[src/rpmc_pkg.sv]
// Purpose: Constants and carriers for the repeater port management counters
// Assumes: One 125 MHz clock, synchronous active-low reset
// Notes:   Counters are free running and wrap; nothing here is software reset
//
// Contract
// RULE1 - 10 Mb/s: count carrier events longer than the jabber lockup timer.
// RULE2 - 100 Mb/s: count each entry to the receive-jabber state.
// RULE3 - Method A: no collision, activity over minimum time, rate mismatch.
// RULE4 - Method B: no collision, octet total above 63, rate mismatch.
// RULE5 - Count a rate mismatch per frame meeting the one chosen method.
// RULE6 - Other counters may also count on a mismatch frame.
// RULE7 - Count each automatic partition; 100 Mb/s on partition-wait entry.
// RULE8 - Count each false-carrier to link-unstable transition as isolation.
// RULE9 - Isolation leaves the administrative port state unchanged.
// RULE10 - Count valid-length packets with symbol errors; once per event.
// RULE11 - A collision on any repeater port blocks the symbol-error count.
// RULE12 - Hold the source address of the last readable frame.
// RULE13 - Count each change of the stored last source address.
// RULE14 - Port counters are free running and cannot be reset by software.
// RULE15 - Admin action sets state; enabling also begins partitioning.
// RULE16 - Each medium unit has an integer id unique within its container.
// RULE17 - Medium type reads as the clause number of the internal unit.
// RULE18 - With an external unit reached via AUI, medium type reads AUI.
// RULE19 - Writing a supported type forces that mode via force bits. (mode_force is set only while i_mii_present is high.)
// RULE20 - With auto-negotiation, a write narrows ability and renegotiates.
// RULE21 - Any medium type change also shows in the physical-layer type.
// RULE22 - Counters are 32 bits and wrap; no saturation, no clear on read.
package rpmc_pkg;

  // ---------------------------------------------------------------
  // Widths and constants
  // ---------------------------------------------------------------
  localparam int          CNT_W         = 32;
  localparam int          ADDR_W        = 48;
  localparam int          TYPE_W        = 8;
  localparam int          ID_W          = 16;
  localparam logic [15:0] OCTET_MIN_B   = 16'h003f;
  localparam logic [CNT_W-1:0] CNT_RST  = 32'h0000_0000;
  localparam logic [ADDR_W-1:0] ADDR_RST = 48'h0000_0000_0000;

  // Medium types, value equals specifying clause number
  localparam logic [TYPE_W-1:0] MT_UNKNOWN = 8'h00;
  localparam logic [TYPE_W-1:0] MT_AUI     = 8'h07;
  localparam logic [TYPE_W-1:0] MT_B5      = 8'h08;
  localparam logic [TYPE_W-1:0] MT_FOIRL   = 8'h09;
  localparam logic [TYPE_W-1:0] MT_B2      = 8'h0a;
  localparam logic [TYPE_W-1:0] MT_BROAD   = 8'h0b;
  localparam logic [TYPE_W-1:0] MT_T       = 8'h0e;
  localparam logic [TYPE_W-1:0] MT_FP      = 8'h10;
  localparam logic [TYPE_W-1:0] MT_FB      = 8'h11;
  localparam logic [TYPE_W-1:0] MT_FL      = 8'h12;
  localparam logic [TYPE_W-1:0] MT_T4      = 8'h17;
  localparam logic [TYPE_W-1:0] MT_TX      = 8'h19;
  localparam logic [TYPE_W-1:0] MT_FX      = 8'h1a;
  localparam logic [TYPE_W-1:0] MT_RST     = MT_UNKNOWN;

  // Arbitrary default identifier
  localparam logic [ID_W-1:0]   UNIT_ID_DEF = 16'h0001;

  typedef enum logic { RPMC_METHOD_A, RPMC_METHOD_B } rpmc_method_e;
  typedef enum logic { RPMC_ADMIN_DISABLED, RPMC_ADMIN_ENABLED } rpmc_admin_e;

  // End-of-frame report from the port receive logic
  typedef struct packed {
    logic              done;
    logic              collision_seen;
    logic              readable;
    logic              rate_mismatch;
    logic              over_valid_min;
    logic              over_jabber_lockup;
    logic              symbol_error;
    logic              valid_length;
    logic [15:0]       octet_total;
    logic [ADDR_W-1:0] src_addr;
  } rpmc_frame_s;

  // Single-cycle state machine events
  typedef struct packed {
    logic rx_jabber_entry;
    logic partition_entry;
    logic false_to_unstable;
    logic any_port_collision;
  } rpmc_evt_s;

  typedef struct packed {
    logic [CNT_W-1:0] very_long_event_count;
    logic [CNT_W-1:0] rate_mismatch_count;
    logic [CNT_W-1:0] auto_partition_count;
    logic [CNT_W-1:0] isolate_count;
    logic [CNT_W-1:0] packet_symbol_error_count;
    logic [CNT_W-1:0] src_addr_change_count;
  } rpmc_cnt_s;

  // Medium control outputs
  typedef struct packed {
    logic [TYPE_W-1:0] medium_unit_type;
    logic [TYPE_W-1:0] phy_type_object;
    logic [TYPE_W-1:0] adv_type;
    logic              mode_force;
    logic              renegotiate;
  } rpmc_mau_s;

endpackage

[src/rpmc_counters.sv]
// Purpose: Port statistics, admin state and medium type control
// Assumes: Inputs come from logic on i_ref_clk; no software register bus
// Notes:   Counter outputs are registered and wrap at 32 bits
module rpmc_counters #(
  parameter rpmc_pkg::rpmc_method_e METHOD = rpmc_pkg::RPMC_METHOD_A,
  parameter logic [15:0]            UNIT_ID = rpmc_pkg::UNIT_ID_DEF
) (
  input  wire logic                  i_ref_clk,
  input  wire logic                  i_rst_n,
  input  wire logic                  i_speed_100,
  input  wire rpmc_pkg::rpmc_frame_s i_frame,
  input  wire rpmc_pkg::rpmc_evt_s   i_evt,
  input  wire logic                  i_admin_wr,
  input  wire rpmc_pkg::rpmc_admin_e i_admin_val,
  input  wire logic                  i_type_wr,
  input  wire logic [7:0]            i_type_val,
  input  wire logic                  i_aui_external,
  input  wire logic                  i_autoneg_on,
  input  wire logic                  i_mii_present,
  output rpmc_pkg::rpmc_cnt_s        o_cnt,
  output logic [47:0]                o_last_src_addr,
  output rpmc_pkg::rpmc_admin_e      o_port_admin_state,
  output logic                       o_partition_begin,
  output logic [15:0]                o_medium_unit_id,
  output rpmc_pkg::rpmc_mau_s        o_mau,
  output logic                       o_type_reject
);

  // ---------------------------------------------------------------
  // State
  // ---------------------------------------------------------------
  typedef struct packed {
    rpmc_pkg::rpmc_cnt_s   cnt;
    logic [47:0]           last_src_addr;
    logic                  addr_valid;
    rpmc_pkg::rpmc_admin_e admin;
    logic                  part_begin;
    rpmc_pkg::rpmc_mau_s   mau;
    logic                  type_reject;
  } rpmc_state_s;

  rpmc_state_s state_reg;
  rpmc_state_s state_next;

  logic mismatch_a;
  logic mismatch_b;
  logic mismatch_hit;
  logic long_hit;
  logic symerr_hit;
  logic addr_changed;
  logic type_ok;

  function automatic logic rpmc_type_supported(input logic [7:0] t);
    case (t)
      rpmc_pkg::MT_AUI, rpmc_pkg::MT_B5, rpmc_pkg::MT_FOIRL,
      rpmc_pkg::MT_B2, rpmc_pkg::MT_BROAD, rpmc_pkg::MT_T,
      rpmc_pkg::MT_FP, rpmc_pkg::MT_FB, rpmc_pkg::MT_FL,
      rpmc_pkg::MT_T4, rpmc_pkg::MT_TX, rpmc_pkg::MT_FX:
        rpmc_type_supported = 1'b1;
      default:
        rpmc_type_supported = 1'b0;
    endcase
  endfunction

  // ---------------------------------------------------------------
  // Event qualification
  // ---------------------------------------------------------------
  always_comb begin
    mismatch_a = i_frame.done && !i_frame.collision_seen &&
                 i_frame.over_valid_min && i_frame.rate_mismatch; // [RULE3]
    mismatch_b = i_frame.done && !i_frame.collision_seen &&
                 (i_frame.octet_total > rpmc_pkg::OCTET_MIN_B) &&
                 i_frame.rate_mismatch; // [RULE4]
    // Only the configured method counts [RULE5]
    // Other counters count independently [RULE6]
    mismatch_hit = (METHOD == rpmc_pkg::RPMC_METHOD_A) ? mismatch_a
                                                        : mismatch_b;
    long_hit = i_speed_100 ? i_evt.rx_jabber_entry // [RULE2]
                           : (i_frame.done &&
                              i_frame.over_jabber_lockup); // [RULE1]
    // Done fires once per carrier event, bounding one count
    symerr_hit = i_frame.done && i_frame.valid_length && // [RULE10]
                 i_frame.symbol_error &&
                 !i_evt.any_port_collision; // [RULE11]
    addr_changed = i_frame.done && i_frame.readable &&
                   state_reg.addr_valid &&
                   (i_frame.src_addr != state_reg.last_src_addr); // [RULE13]
    type_ok = rpmc_type_supported(i_type_val);
  end

  // ---------------------------------------------------------------
  // Next state
  // ---------------------------------------------------------------
  always_comb begin
    state_next = state_reg;
    state_next.part_begin = 1'b0;
    state_next.mau.renegotiate = 1'b0;
    state_next.type_reject = 1'b0;

    // Free running wrap, no software clear path [RULE14] [RULE22]
    if (long_hit) begin
      state_next.cnt.very_long_event_count =
        state_reg.cnt.very_long_event_count + 32'h0000_0001;
    end
    if (mismatch_hit) begin
      state_next.cnt.rate_mismatch_count =
        state_reg.cnt.rate_mismatch_count + 32'h0000_0001; // [RULE5]
    end
    if (i_evt.partition_entry) begin
      state_next.cnt.auto_partition_count =
        state_reg.cnt.auto_partition_count + 32'h0000_0001; // [RULE7]
    end
    if (i_evt.false_to_unstable) begin
      // Admin state deliberately untouched here [RULE9]
      state_next.cnt.isolate_count =
        state_reg.cnt.isolate_count + 32'h0000_0001; // [RULE8]
    end
    if (symerr_hit) begin
      state_next.cnt.packet_symbol_error_count =
        state_reg.cnt.packet_symbol_error_count + 32'h0000_0001; // [RULE10]
    end
    if (addr_changed) begin
      state_next.cnt.src_addr_change_count =
        state_reg.cnt.src_addr_change_count + 32'h0000_0001; // [RULE13]
    end

    if (i_frame.done && i_frame.readable) begin
      state_next.last_src_addr = i_frame.src_addr; // [RULE12]
      state_next.addr_valid = 1'b1;
    end

    if (i_admin_wr) begin
      state_next.admin = i_admin_val; // [RULE15]
      state_next.part_begin =
        (i_admin_val == rpmc_pkg::RPMC_ADMIN_ENABLED); // [RULE15]
    end

    if (i_type_wr) begin
      if (type_ok) begin
        state_next.mau.medium_unit_type = i_type_val; // [RULE19]
        state_next.mau.phy_type_object = i_type_val; // [RULE21]
        state_next.mau.mode_force = i_mii_present; // [RULE19]
        if (i_autoneg_on) begin
          state_next.mau.adv_type = i_type_val; // [RULE20]
          state_next.mau.renegotiate = 1'b1; // [RULE20]
        end
      end else begin
        state_next.type_reject = 1'b1;
      end
    end
  end

  // ---------------------------------------------------------------
  // Register
  // ---------------------------------------------------------------
  always_ff @(posedge i_ref_clk) begin
    if (!i_rst_n) begin
      state_reg.cnt.very_long_event_count <= rpmc_pkg::CNT_RST;
      state_reg.cnt.rate_mismatch_count <= rpmc_pkg::CNT_RST;
      state_reg.cnt.auto_partition_count <= rpmc_pkg::CNT_RST;
      state_reg.cnt.isolate_count <= rpmc_pkg::CNT_RST;
      state_reg.cnt.packet_symbol_error_count <= rpmc_pkg::CNT_RST;
      state_reg.cnt.src_addr_change_count <= rpmc_pkg::CNT_RST;
      state_reg.last_src_addr <= rpmc_pkg::ADDR_RST;
      state_reg.addr_valid <= 1'b0;
      state_reg.admin <= rpmc_pkg::RPMC_ADMIN_ENABLED;
      state_reg.part_begin <= 1'b0;
      state_reg.mau.medium_unit_type <= rpmc_pkg::MT_RST;
      state_reg.mau.phy_type_object <= rpmc_pkg::MT_RST;
      state_reg.mau.adv_type <= rpmc_pkg::MT_RST;
      state_reg.mau.mode_force <= 1'b0;
      state_reg.mau.renegotiate <= 1'b0;
      state_reg.type_reject <= 1'b0;
    end else begin
      state_reg <= state_next;
    end
  end

  // ---------------------------------------------------------------
  // Outputs
  // ---------------------------------------------------------------
  always_comb begin
    o_cnt = state_reg.cnt;
    o_last_src_addr = state_reg.last_src_addr;
    o_port_admin_state = state_reg.admin;
    o_partition_begin = state_reg.part_begin;
    o_medium_unit_id = UNIT_ID; // [RULE16]
    o_mau = state_reg.mau;
    // External unit through AUI always reads as AUI [RULE18]
    // Internal unit reads its clause number [RULE17]
    o_mau.medium_unit_type = i_aui_external ? rpmc_pkg::MT_AUI
                                            : state_reg.mau.medium_unit_type;
    o_type_reject = state_reg.type_reject;
  end

endmodule

[config.mk]
export PLATFORM = sky130hd
export DESIGN_NAME = rpmc_counters
export DESIGN_NICKNAME = d
export VERILOG_FILES = /design/src/rpmc_pkg.sv /design/src/rpmc_counters.sv
export SDC_FILE = /design/constraint.sdc
export NUM_CORES = 1
export LEC_CHECK = 0
export ABC_AREA = 1
export BUFFER_PORTS_ARGS = -buffer_cell sky130_fd_sc_hd__buf_2
export CAP_MARGIN = 20
export CORE_MARGIN = 5
export CORE_UTILIZATION = 54
export CTS_BUF_LIST = sky130_fd_sc_hd__clkbuf_4 sky130_fd_sc_hd__clkbuf_8 sky130_fd_sc_hd__clkbuf_16
export DETAILED_ROUTE_END_ITERATION = 8
export PLACE_DENSITY = 0.81
export SETUP_SLACK_MARGIN = 0.2
export SYNTH_ARGS = -nofsm -noshare
export SYNTH_HDL_FRONTEND = slang
export SYNTH_SLANG_ARGS = --single-unit
[constraint.sdc]
create_clock -name i_ref_clk -period 2.05 [get_ports i_ref_clk]
set_clock_uncertainty 0.1 [all_clocks]
set_input_delay 0.41 -clock i_ref_clk [delete_from_list [all_inputs] [get_ports i_ref_clk]]
set_output_delay 0.41 -clock i_ref_clk [all_outputs]
set_load 0.005 [all_outputs]
==> metrics.md, run 1 <==
| Metric | Value |
|---|---|
| Outcome | finished clean |
| Max reg flops | ~190 |
| Min cycle time layout | 1860 ps |
| Drt first pass iters | 6 |
| Fill count | 2374 |
| Arrival @ worst endpoint | 2190 ps |
| Ys async rst share | 0% |
| Layout cells sized above 1 | 28.4% |
| DP Wirelength | ~29000 um |
| Die height | 176 um |
| Die Wd | ~180 um |
| Total power | between 10 and 15 mW |
| Vias in the first global route | around 13000 |
| Achievable Freq | around 540 MHz |
| Syn_area_per_cell | a little under 7 um2 |
| Fin. Hold Viols | 0 |
| Relative slew margins | ~65% |
| Most common cell after layout, fill and taps aside | buf_2 |
| Multi-input gate area | 7160 um2 |
| Core Footprint | ~28000 um2 |
| I/O Buffers | approximately 350 |
| Routed wire length | 41300 um |
| Clock slew at reported path FFs | approximately 60 ps |
| Row cnt | a little over 60 |
| GRT Util Overall | approximately a quarter |
| Distinct cells, synth | between 40 and 50 |
| Routed len/inst | between 15 and 20 um |
| FF-to-FF path depth | 10 |
| Setup-failing EPs final | 0 |
| Synth Area in XOR/XNOR | under 10% |
| # H-tree levels | 1 |
| Yosys warnings | 0 |
| Peak VDD IR | roughly 0.78 mV |
| RD Place Congestion | 0.916 |
| Setup_tns | 0 ps |
| Cell Pwr Density | approximately 670 nW/um2 |
| Mux contribution to synthesized area | 0% |
| Non-Filler Instances | about 2700 |
| Initial antenna violation count | 2 |
| TritonCTS Sinks | approximately 260 |
| Crit Path Class | reg2reg |
| Area of the die | 31100 um2 |
| Largest family of logic cells by synthesized area | simple AND/OR/NAND/NOR gates |
| Via density per instance | roughly 5.2 |
| First-pass GRT wire length | ~63000 um |
| Most frequent cells in the layout | buf_2 (345), nor2_1 (336), nand2_1 (336), inv_1 (212), dfxtp_1 (205) |
| Seq/Total Area, Yosys | 35.0% |
| Via count | 14108 |
| Leakage | ~7.7 nW |
| CTS tree | built |
| # nets final | 2415 |
| Simple-Gate Fraction of Synth Area | ~29% |
| Largest net degree at the start of global routing | 102 |
| Max-cap viol count | 0 |
| Initial DRC Count | between 1000 and 1500 |
| Post-Syn Instances | between 2000 and 2500 |
| Area Growth Syn to Fin | 15.7% |
| Most used DFF post-synth | dfxtp_1 |
| Cells after DPL | roughly 2600 |
| Startpoint Class | flop |
| Synth Area in Compound Gates | between 10 and 15% |
| Worst Setup EP | o_cnt[5] |
| Worst Max-Slew Pin Slew | 522 ps |
| Critical path required time | about 2400 ps |
| Worst r2r dst | o_cnt[5] |
| Root buf cell | clkbuf_16 |
| Critical path capture point type | flop |
| Synth Area in Adders | 0.752% |
| DRC viols | 0 |
| RSZ-0062 raised after global routing | true |
| GR Overflow Total | 0 |
| Crit-path max FO | 8 |
| Max Transition Viols Final | 0 |
| Hold Crit Class | in2reg |
| IO Pins | roughly 380 |
| Share of the clock period used by the worst path | about nine tenths |
| Cts bufs inserted | 30 |
| RR Startpoint | o_last_src_addr[14] |
| Register area | around 5300 um2 |
| Detail Route Antenna Nets | 0 |
| Effective utilization at floorplan | a little over half |
| R2R Setup Slk | 190 ps |
| Synthesized area | ~15000 um2 |
| Critical Path Start | o_last_src_addr[14] |
| Number of enable flip-flop cells after synthesis | 0 |
| Clock Path Buffers | 3 |
| Yosys reg bits | between 200 and 300 |
| Worst skew pair latency | around 540 ps |
-- repair_timing --
action                                 CTS  global route
buffers inserted                         2            16
setup endpoints to repair               22            97
pin swaps                                2            44
cloned                                   0             6
endpoints found under the hold margin    1             0
resized for setup                       16           153
hold buffers                             1             0
-- stage by stage --
| stage | util (%) | hold WS (ps) | setup slack [ps] | instance area [um2] |
|---|---|---|---|---|
| finish | 62.9 | 43.0 | 186 | 17300 |
| global route | 62.8 | 26.9 | 98.1 | 17300 |
| CTS | 60.2 | 8.47 | 172 | 16600 |
| detailed placement | 56.2 | 332 | -40.0 | 15500 |
| global placement | 56.2 | 329 | -16.9 | 15500 |
| floorplan | - | 319 | 222 | 15000 |
-- worst min-delay path by stage --
| stage | cells after the start | startpoint | slack, ps | to |
|---|---|---|---|---|
| floorplan | 2 | o_mau[7] | 320 | o_mau[7] |
| global placement | 2 | o_mau[7] | 330 | o_mau[7] |
| detailed placement | 2 | o_mau[7] | 330 | o_mau[7] |
| CTS | 2 | i_evt[2] | 8 | o_cnt[96] |
| global route | 2 | i_evt[2] | 30 | o_cnt[96] |
| finish | 3 | i_type_val[3] | 40 | o_mau[5] |
-- worst max-delay path, stage by stage (launching register included) --
cell and delay, ps:
dfxtp_1 370, xnor2_1 130, nand2_1 70, nor2_1 100, nand2_1 110, nor2_4 190
buf_12 130, nand3_4 110, clkbuf_16 190, a21oi_1 170, nor2_1 80
-- layout make-up --
class,count,share of cell area (%)
diodes,2,0.0289
clock inverters,6,0.498
clock buffers,47,5.43
multi-input cells,1375,41.4
inverters,221,4.80
well taps,378,2.73
repair buffers,423,14.4
flip-flops and latches,262,30.8
-- layer usage --
| layer | GRT usage [%] | vias up | wire length (um) |
|---|---|---|---|
| met5 | 0 | - | 0 |
| met4 | 8.03 | 0 | 1630 |
| met3 | 5.37 | 109 | 3310 |
| met2 | 40.2 | 554 | 19500 |
| met1 | 30.4 | 6523 | 16800 |
| li1 | - | 6922 | - |
-- report_power, final --
part / total, mW / switching (mW) / internal [mW]
sequential: 5.27 / 0.0867 / 5.19
combinational: 0.829 / 0.473 / 0.356
clock: 5.49 / 2.11 / 3.38
total: 11.6 / 2.67 / 8.92
-- cells by family after synthesis --
| family | Yosys count |
|---|---|
| fa+ha+maj | 9 |
| flops | 262 |
| other cells | 2 |
| compound gates | 288 |
| buf+inv | 539 |
| simple gates | 984 |
| xor+xnor | 77 |
-- cell usage after synthesis, drive strengths merged, types with 4 or more instances --
cell / count / share of area, %
a21oi: 133 / 4.4
buf: 279 / 14
clkbuf: 39 / 0.98
dfxtp: 262 / 35
ha: 9 / 0.75
inv: 219 / 5.5
nand2: 361 / 9.3
nand3: 120 / 4.2
nand3b: 5 / 0.25
nand4: 33 / 1.6
nor2: 370 / 10
nor3: 73 / 2.6
nor4: 11 / 0.50
o21a: 17 / 0.85
o21ai: 125 / 4.2
or2: 4 / 0.17
xnor2: 50 / 2.9
xor2: 27 / 1.6
No activity file was read; power rests on OpenSTA's default activity.
==> run 2, diff against run 1 <==
--- a/config.mk
+++ b/config.mk
@@ -10,7 +10,7 @@
 export CAP_MARGIN = 20
 export CORE_MARGIN = 5
 export CORE_UTILIZATION = 54
-export CTS_BUF_LIST = sky130_fd_sc_hd__clkbuf_4 sky130_fd_sc_hd__clkbuf_8 sky130_fd_sc_hd__clkbuf_16
+export CTS_BUF_LIST = sky130_fd_sc_hd__clkbuf_16
 export DETAILED_ROUTE_END_ITERATION = 8
 export PLACE_DENSITY = 0.81
 export SETUP_SLACK_MARGIN = 0.2
==> run 2 against run 1 <==
Net effect:
- clock power fell by 7.8%
- die area stayed put
- sequential share of layout area is 0.19 points higher
- largest power group is now sequential cells
- combinational power about the same
- core utilization decreased by 0.41 points
==> metrics.md, run 2 (synthesized netlist as in run 1, its figures left out) <==
| Metric | Value |
|---|---|
| Max-cap viol count | 0 (unchanged) |
| Worst skew pair latency | 550 ps (about the same) |
| Largest net degree at the start of global routing | 102 (unchanged) |
| Worst r2r dst | o_cnt[5] |
| Most common cell after layout, fill and taps aside | buf_2 |
| Fin. Hold Viols | 0 (unchanged) |
| Most frequent cells in the layout | buf_2 (344), nand2_1 (337), nor2_1 (336), inv_1 (221), dfxtp_1 (207) |
| Cell Pwr Density | 648 nW/um2 (-3.1%) |
| Part of the power in combinational logic | 7.4% (+0.2 points) |
| R2R Setup Slk | 170 ps (about the same) |
| Crit-path max FO | 8 (unchanged) |
| Drt first pass iters | 7 (+1) |
| Initial antenna violation count | 2 (unchanged) |
| Routed len/inst | 15.2 um (-0.40%) |
| Clock network fraction of total power | 45.3% (-2.0 points) |
| Via count | 14129 (+0.15%) |
| Achievable Freq | 533 MHz (-0.74%) |
| Core Footprint | 27600 um2 (unchanged) |
| I/O Buffers | 345 (unchanged) |
| Root buf cell | clkbuf_16 |
| Setup-failing EPs final | 0 (unchanged) |
| Layout cells sized above 1 | 27.5% (-0.90 points) |
| GRT Util Overall | 23.8% (-0.068 points) |
| # H-tree levels | 1 (unchanged) |
| Die height | 176 um (unchanged) |
| Hold Crit Start | i_type_val[3] |
| Cell area after layout | 17200 um2 (-0.65%) |
| Share of the clock period used by the worst path | 91.6% (+0.68 points) |
| Reg power frac | 47.3% (+1.8 points) |
| Relative slew margins | 64.1% (-1.1 points) |
| Hold Crit Class | in2reg |
| Detail Route Antenna Nets | 0 (unchanged) |
| Net switching power | 2.66 mW (about the same) |
| Die Wd | 176 um (unchanged) |
| Arrival @ worst endpoint | 2200 ps (about the same) |
| Peak VDD IR | 0.775 mV (-1.0%) |
| Area of the die | 31100 um2 (unchanged) |
| Crit Path Class | reg2reg |
| Max reg flops | 192 (unchanged) |
| Critical path required time | 2370 ps (about the same) |
| Min cycle time layout | 1880 ps (+14.0 ps) |
| RR Startpoint | o_last_src_addr[14] |
| # nets final | 2415 (unchanged) |
| RSZ-0062 raised after global routing | true |
| Setup_tns | 0 ps (unchanged) |
| Cts bufs inserted | 30 (unchanged) |
| GR Overflow Total | 0 (unchanged) |
| DRC viols | 0 (unchanged) |
| Switching share of total power | 23.9% (+0.87 points) |
| RD Place Congestion | 0.916 (unchanged) |
| Outcome | finished clean |
| Effective utilization at floorplan | 54.3% (unchanged) |
| Clock slew at reported path FFs | 60 ps (about the same) |
| Int Pwr | 8.49 mW (-4.8%) |
| CTS tree | built |
| IO Pins | 378 (unchanged) |
| Worst Max-Slew Pin Slew | 539 ps (+16.7 ps) |
| Worst Setup EP | o_cnt[5] |
| FF-to-FF path depth | 10 (unchanged) |
| First-pass GRT wire length | 63000 um (-0.28%) |
| Row cnt | 61 (unchanged) |
| Area Growth Syn to Fin | 15.0% |
| Leakage | 7.67 nW (-0.27%) |
| Initial DRC Count | 1023 (-3.7%) |
| Hold Slack | 35.8 ps (-7.18 ps) |
| Area of placed instances | 15500 um2 (unchanged) |
| Max Transition Viols Final | 0 (unchanged) |
| TritonCTS Sinks | 262 (unchanged) |
| DP Wirelength | 29300 um (unchanged) |
| Startpoint Class | flop |
| Via density per instance | 5.21 (+0.19%) |
| Critical Path Start | o_last_src_addr[14] |
| Fin util | 62.4% (-0.41 points) |
| Critical path capture point type | flop |
| Clock Path Buffers | 3 (unchanged) |
| Vias in the first global route | 12883 (-0.32%) |
| Routed wire length | 41100 um (-0.44%) |
==> run 2: cell count changes in the layout (fill, tap and decap cells not counted), moves of 2 or more <==
cell      previous run  this run
clkbuf_8             7         0
dfxtp_2             51        49
dfxtp_1            205       207
inv_1              212       221
clkbuf_4             9         0
clkinv_1             1         8
==> run 2: layout make-up <==
class / instances / area, um2
Timing Repair Buffer: 423 / 2490
Clock buffer: 31 / 776
Tap cell: 378 / 473
Fill cell: 2387 / 10300
Antenna cell: 1 / 2.50
Inverter: 221 / 832
Sequential cell: 262 / 5330
Multi-Input combinational cell: 1375 / 7160
Clock inverter: 22 / 146
==> run 2: layer usage <==
layer	GRT usage [%]	vias to the layer above	wire length (um)
met5	0	-	0
met4	8.09	0	1630
met3	5.37	108	3580
met2	40.0	616	19300
met1	30.3	6482	16600
li1	-	6923	-
==> run 2: metrics by stage <==
step	worst slack, ps	instances	power [mW]
finish	172	2713	11.2
global route	96.9	2713	11.6
CTS	172	2690	11.2
detailed placement	-40.0	2634	6.16
global placement	-16.9	2634	6.13
floorplan	222	2175	5.93
==> run 2: worst min path at each step <==
stage                endpoint  slack [ps]  depth (start not counted)
floorplan            o_mau[7]         320                          2
global placement     o_mau[7]         330                          2
detailed placement   o_mau[7]         330                          2
CTS                 o_cnt[96]           8                          2
global route        o_cnt[96]          20                          2
finish               o_mau[5]          40                          3
==> run 2: what timing repair did <==
item	CTS	global route
pin swaps	2	42
endpoints found under the setup margin	22	98
hold buffers	1	0
gates cloned	0	6
hold endpoints to repair	1	0
resized for setup	16	150
buffers inserted	2	16
==> run 2: power by group through the flow <==
stage / Clock [mW] / Combinational (mW) / Sequential (mW)
after floorplan: 0 / 0.567 / 5.36
after global placement: 0 / 0.760 / 5.37
after detailed placement: 0 / 0.783 / 5.37
after CTS: 5.14 / 0.791 / 5.26
after global routing: 5.37 / 0.915 / 5.28
final: 5.06 / 0.827 / 5.27
==> run 2: critical path, stage by stage (launching register included) <==
cell       delay [ps]
dfxtp_1           370
xnor2_1           130
nand2_1            70
nor2_1            100
nand2_1           110
nor2_4            190
buf_12            130
nand3_4           110
clkbuf_16         190
a21oi_1           160
nor2_1             80
==> run 3, diff against run 2 <==
--- a/config.mk
+++ b/config.mk
@@ -8,12 +8,14 @@
 export ABC_AREA = 1
 export BUFFER_PORTS_ARGS = -buffer_cell sky130_fd_sc_hd__buf_2
 export CAP_MARGIN = 20
+export CORE_ASPECT_RATIO = 0.75
 export CORE_MARGIN = 5
 export CORE_UTILIZATION = 54
 export CTS_BUF_LIST = sky130_fd_sc_hd__clkbuf_16
 export DETAILED_ROUTE_END_ITERATION = 8
 export PLACE_DENSITY = 0.81
 export SETUP_SLACK_MARGIN = 0.2
+export SLEW_MARGIN = 15
 export SYNTH_ARGS = -nofsm -noshare
 export SYNTH_HDL_FRONTEND = slang
 export SYNTH_SLANG_ARGS = --single-unit
==> run 3 against run 2 <==
Net effect:
- sequential share of layout area is 0.14 points higher
- maximum frequency increased by 1.8%
- register-to-register slack better by 30 ps
- largest cell class unchanged
==> metrics.md, run 3 (synthesized netlist as in run 1, its figures left out) <==
| Metric | Value |
|---|---|
| Crit-path max FO | 6 (-2) |
| Clock Path Buffers | 3 (unchanged) |
| Hold path cells | 3 (unchanged) |
| Row cnt | 52 (-15%) |
| Max Transition Viols Final | 0 (unchanged) |
| Detail Route Antenna Nets | 0 (unchanged) |
| # nets final | 2409 (-0.25%) |
| GR Overflow Total | 0 (unchanged) |
| Clock slew at reported path FFs | 60 ps (about the same) |
| Clock network fraction of total power | 46.0% (+0.7 points) |
| Crit Path Class | reg2reg |
| GRT Util Overall | 24.5% (+0.69 points) |
| Drt first pass iters | 7 (unchanged) |
| DRC viols | 0 (unchanged) |
| Core Footprint | 27100 um2 (-1.5%) |
| Via density per instance | 5.27 (+1.3%) |
| CTS tree | built |
| Area Growth Syn to Fin | 14.3% |
| Root buf cell | clkbuf_16 |
| Cell Pwr Density | 663 nW/um2 (+2.2%) |
| DP Wirelength | 30700 um (+4.9%) |
| Largest net degree at the start of global routing | 59 (-42%) |
| CP cell instances | nand2_1 > nor2_1 > nand3_1 > nor3_2 > nand3_1 > o21ai_0 > a21oi_1 |
| Area of the die | 31200 um2 (+0.11%) |
| Setup_tns | 0 ps (unchanged) |
| Part of the power in combinational logic | 7.5% (about the same) |
| Fin. Hold Viols | 0 (unchanged) |
| CP max stage delay | 440 ps (+70 ps) |
| First-pass GRT wire length | 64600 um (+2.4%) |
| Share of the clock period used by the worst path | 90.0% (-1.6 points) |
| Cell area after layout | 17100 um2 (-0.60%) |
| Peak VDD IR | 0.716 mV (-7.7%) |
| Most common cell after layout, fill and taps aside | nand2_1 |
| Max reg flops | 192 (unchanged) |
| Worst Max-Slew Pin Slew | 525 ps (-13.7 ps) |
| Startpoint Class | flop |
| Effective utilization at floorplan | 55.2% (+0.84 points) |
| RD Place Congestion | 0.913 (-0.40%) |
| Achievable Freq | 542 MHz (+1.8%) |
| Cts bufs inserted | 28 (-6.7%) |
| TritonCTS Sinks | 262 (unchanged) |
| Vias in the first global route | 12797 (-0.67%) |
| Worst skew pair latency | 550 ps (about the same) |
| Switching share of total power | 24.0% (+0.089 points) |
| Critical path required time | 2380 ps (about the same) |
| Most frequent cells in the layout | nand2_1 (345), buf_2 (343), nor2_1 (331), inv_1 (214), dfxtp_1 (209) |
| Arrival @ worst endpoint | 2170 ps (-30 ps) |
| Layout cells sized above 1 | 27.2% (-0.24 points) |
| Die height | 154 um (-13%) |
| Relative slew margins | 65.0% (+0.91 points) |
| FF-to-FF path depth | 7 (-3) |
| # H-tree levels | 1 (unchanged) |
| Int Pwr | 8.62 mW (+1.5%) |
| I/O Buffers | 345 (unchanged) |
| Critical path capture point type | flop |
| Leakage | 7.59 nW (-1.0%) |
| Max stage delay cell, worst path | dfxtp_1 |
| IO Pins | 378 (unchanged) |
| Min cycle time layout | 1840 ps (-33.4 ps) |
| Area of placed instances | 15400 um2 (-0.69%) |
| Initial antenna violation count | 1 (-1) |
| Setup-failing EPs final | 0 (unchanged) |
| Outcome | finished clean |
| Reg power frac | 46.5% (-0.8 points) |
| Hold Crit Class | in2reg |
| Routed wire length | 42200 um (+2.7%) |
| Max-cap viol count | 0 (unchanged) |
| Via count | 14138 (+0.064%) |
| Initial DRC Count | 1127 (+10%) |
| RSZ-0062 raised after global routing | true |
| Net switching power | 2.72 mW (+2.0%) |
| Most used cell along the critical path | nand3_1 |
| Routed len/inst | 15.7 um (+3.9%) |
| Die Wd | 202 um (+15%) |
## run 3: power groups by stage
stage / Combinational (mW) / Clock, mW / Sequential, mW
floorplan: 0.567 / 0 / 5.36
global placement: 0.767 / 0 / 5.36
detailed placement: 0.793 / 0 / 5.37
CTS: 0.809 / 5.35 / 5.26
global route: 0.946 / 5.56 / 5.28
finish: 0.848 / 5.22 / 5.27
## run 3: final timing paths
| path | startpoint | endpoint | slack [ps] |
|---|---|---|---|
| setup / recovery | o_cnt[75] | o_cnt[93] | 210 |
| hold reg to reg | o_mau[9] | o_mau[9] | 340 |
| hold / removal | i_frame[38] | o_last_src_addr[38] | 50 |
| setup reg to reg | o_cnt[75] | o_cnt[93] | 210 |
## run 3: through the flow
step	instances	hold WS, ps	setup slack (ps)	util [%]	total power, mW
floorplan	2175	319	222	-	5.93
finish	2681	49.9	206	63.0	11.3
CTS	2661	15.8	164	60.7	11.4
global placement	2598	324	-94.2	56.7	6.13
detailed placement	2598	333	-158	56.7	6.16
global route	2681	41.9	112	63.0	11.8
## run 3: cell type report
class	instances	area, um2
Antenna cell	1	2.50
Clock buffer	29	726
Clock inverter	23	216
Fill cell	2306	10000
Inverter	221	830
Multi-Input combinational cell	1374	7120
Sequential cell	262	5320
Tap cell	351	439
Timing Repair Buffer	420	2450
## run 3: repair_timing
action                                  4_1_cts  5_1_grt
cloned                                        0        4
buffers inserted                              6       15
endpoints found under the hold margin         4        0
pin swaps                                     4       46
endpoints found under the setup margin       43       96
hold buffers                                  5        0
resized for setup                            14      135
## run 3: layer usage
metal / wire length, um / track usage [%]
met1: 17400 / 31.8
met2: 19500 / 40.6
met3: 4200 / 7.22
met4: 1080 / 5.95
met5: 0 / 0
## run 3: worst max-delay path: cells and delay by family, from the launching register on
kind	cells	cell delay (ps)
AOI/OAI and AO/OA	2	360
DFF	1	440
and+or+nand+nor	5	820
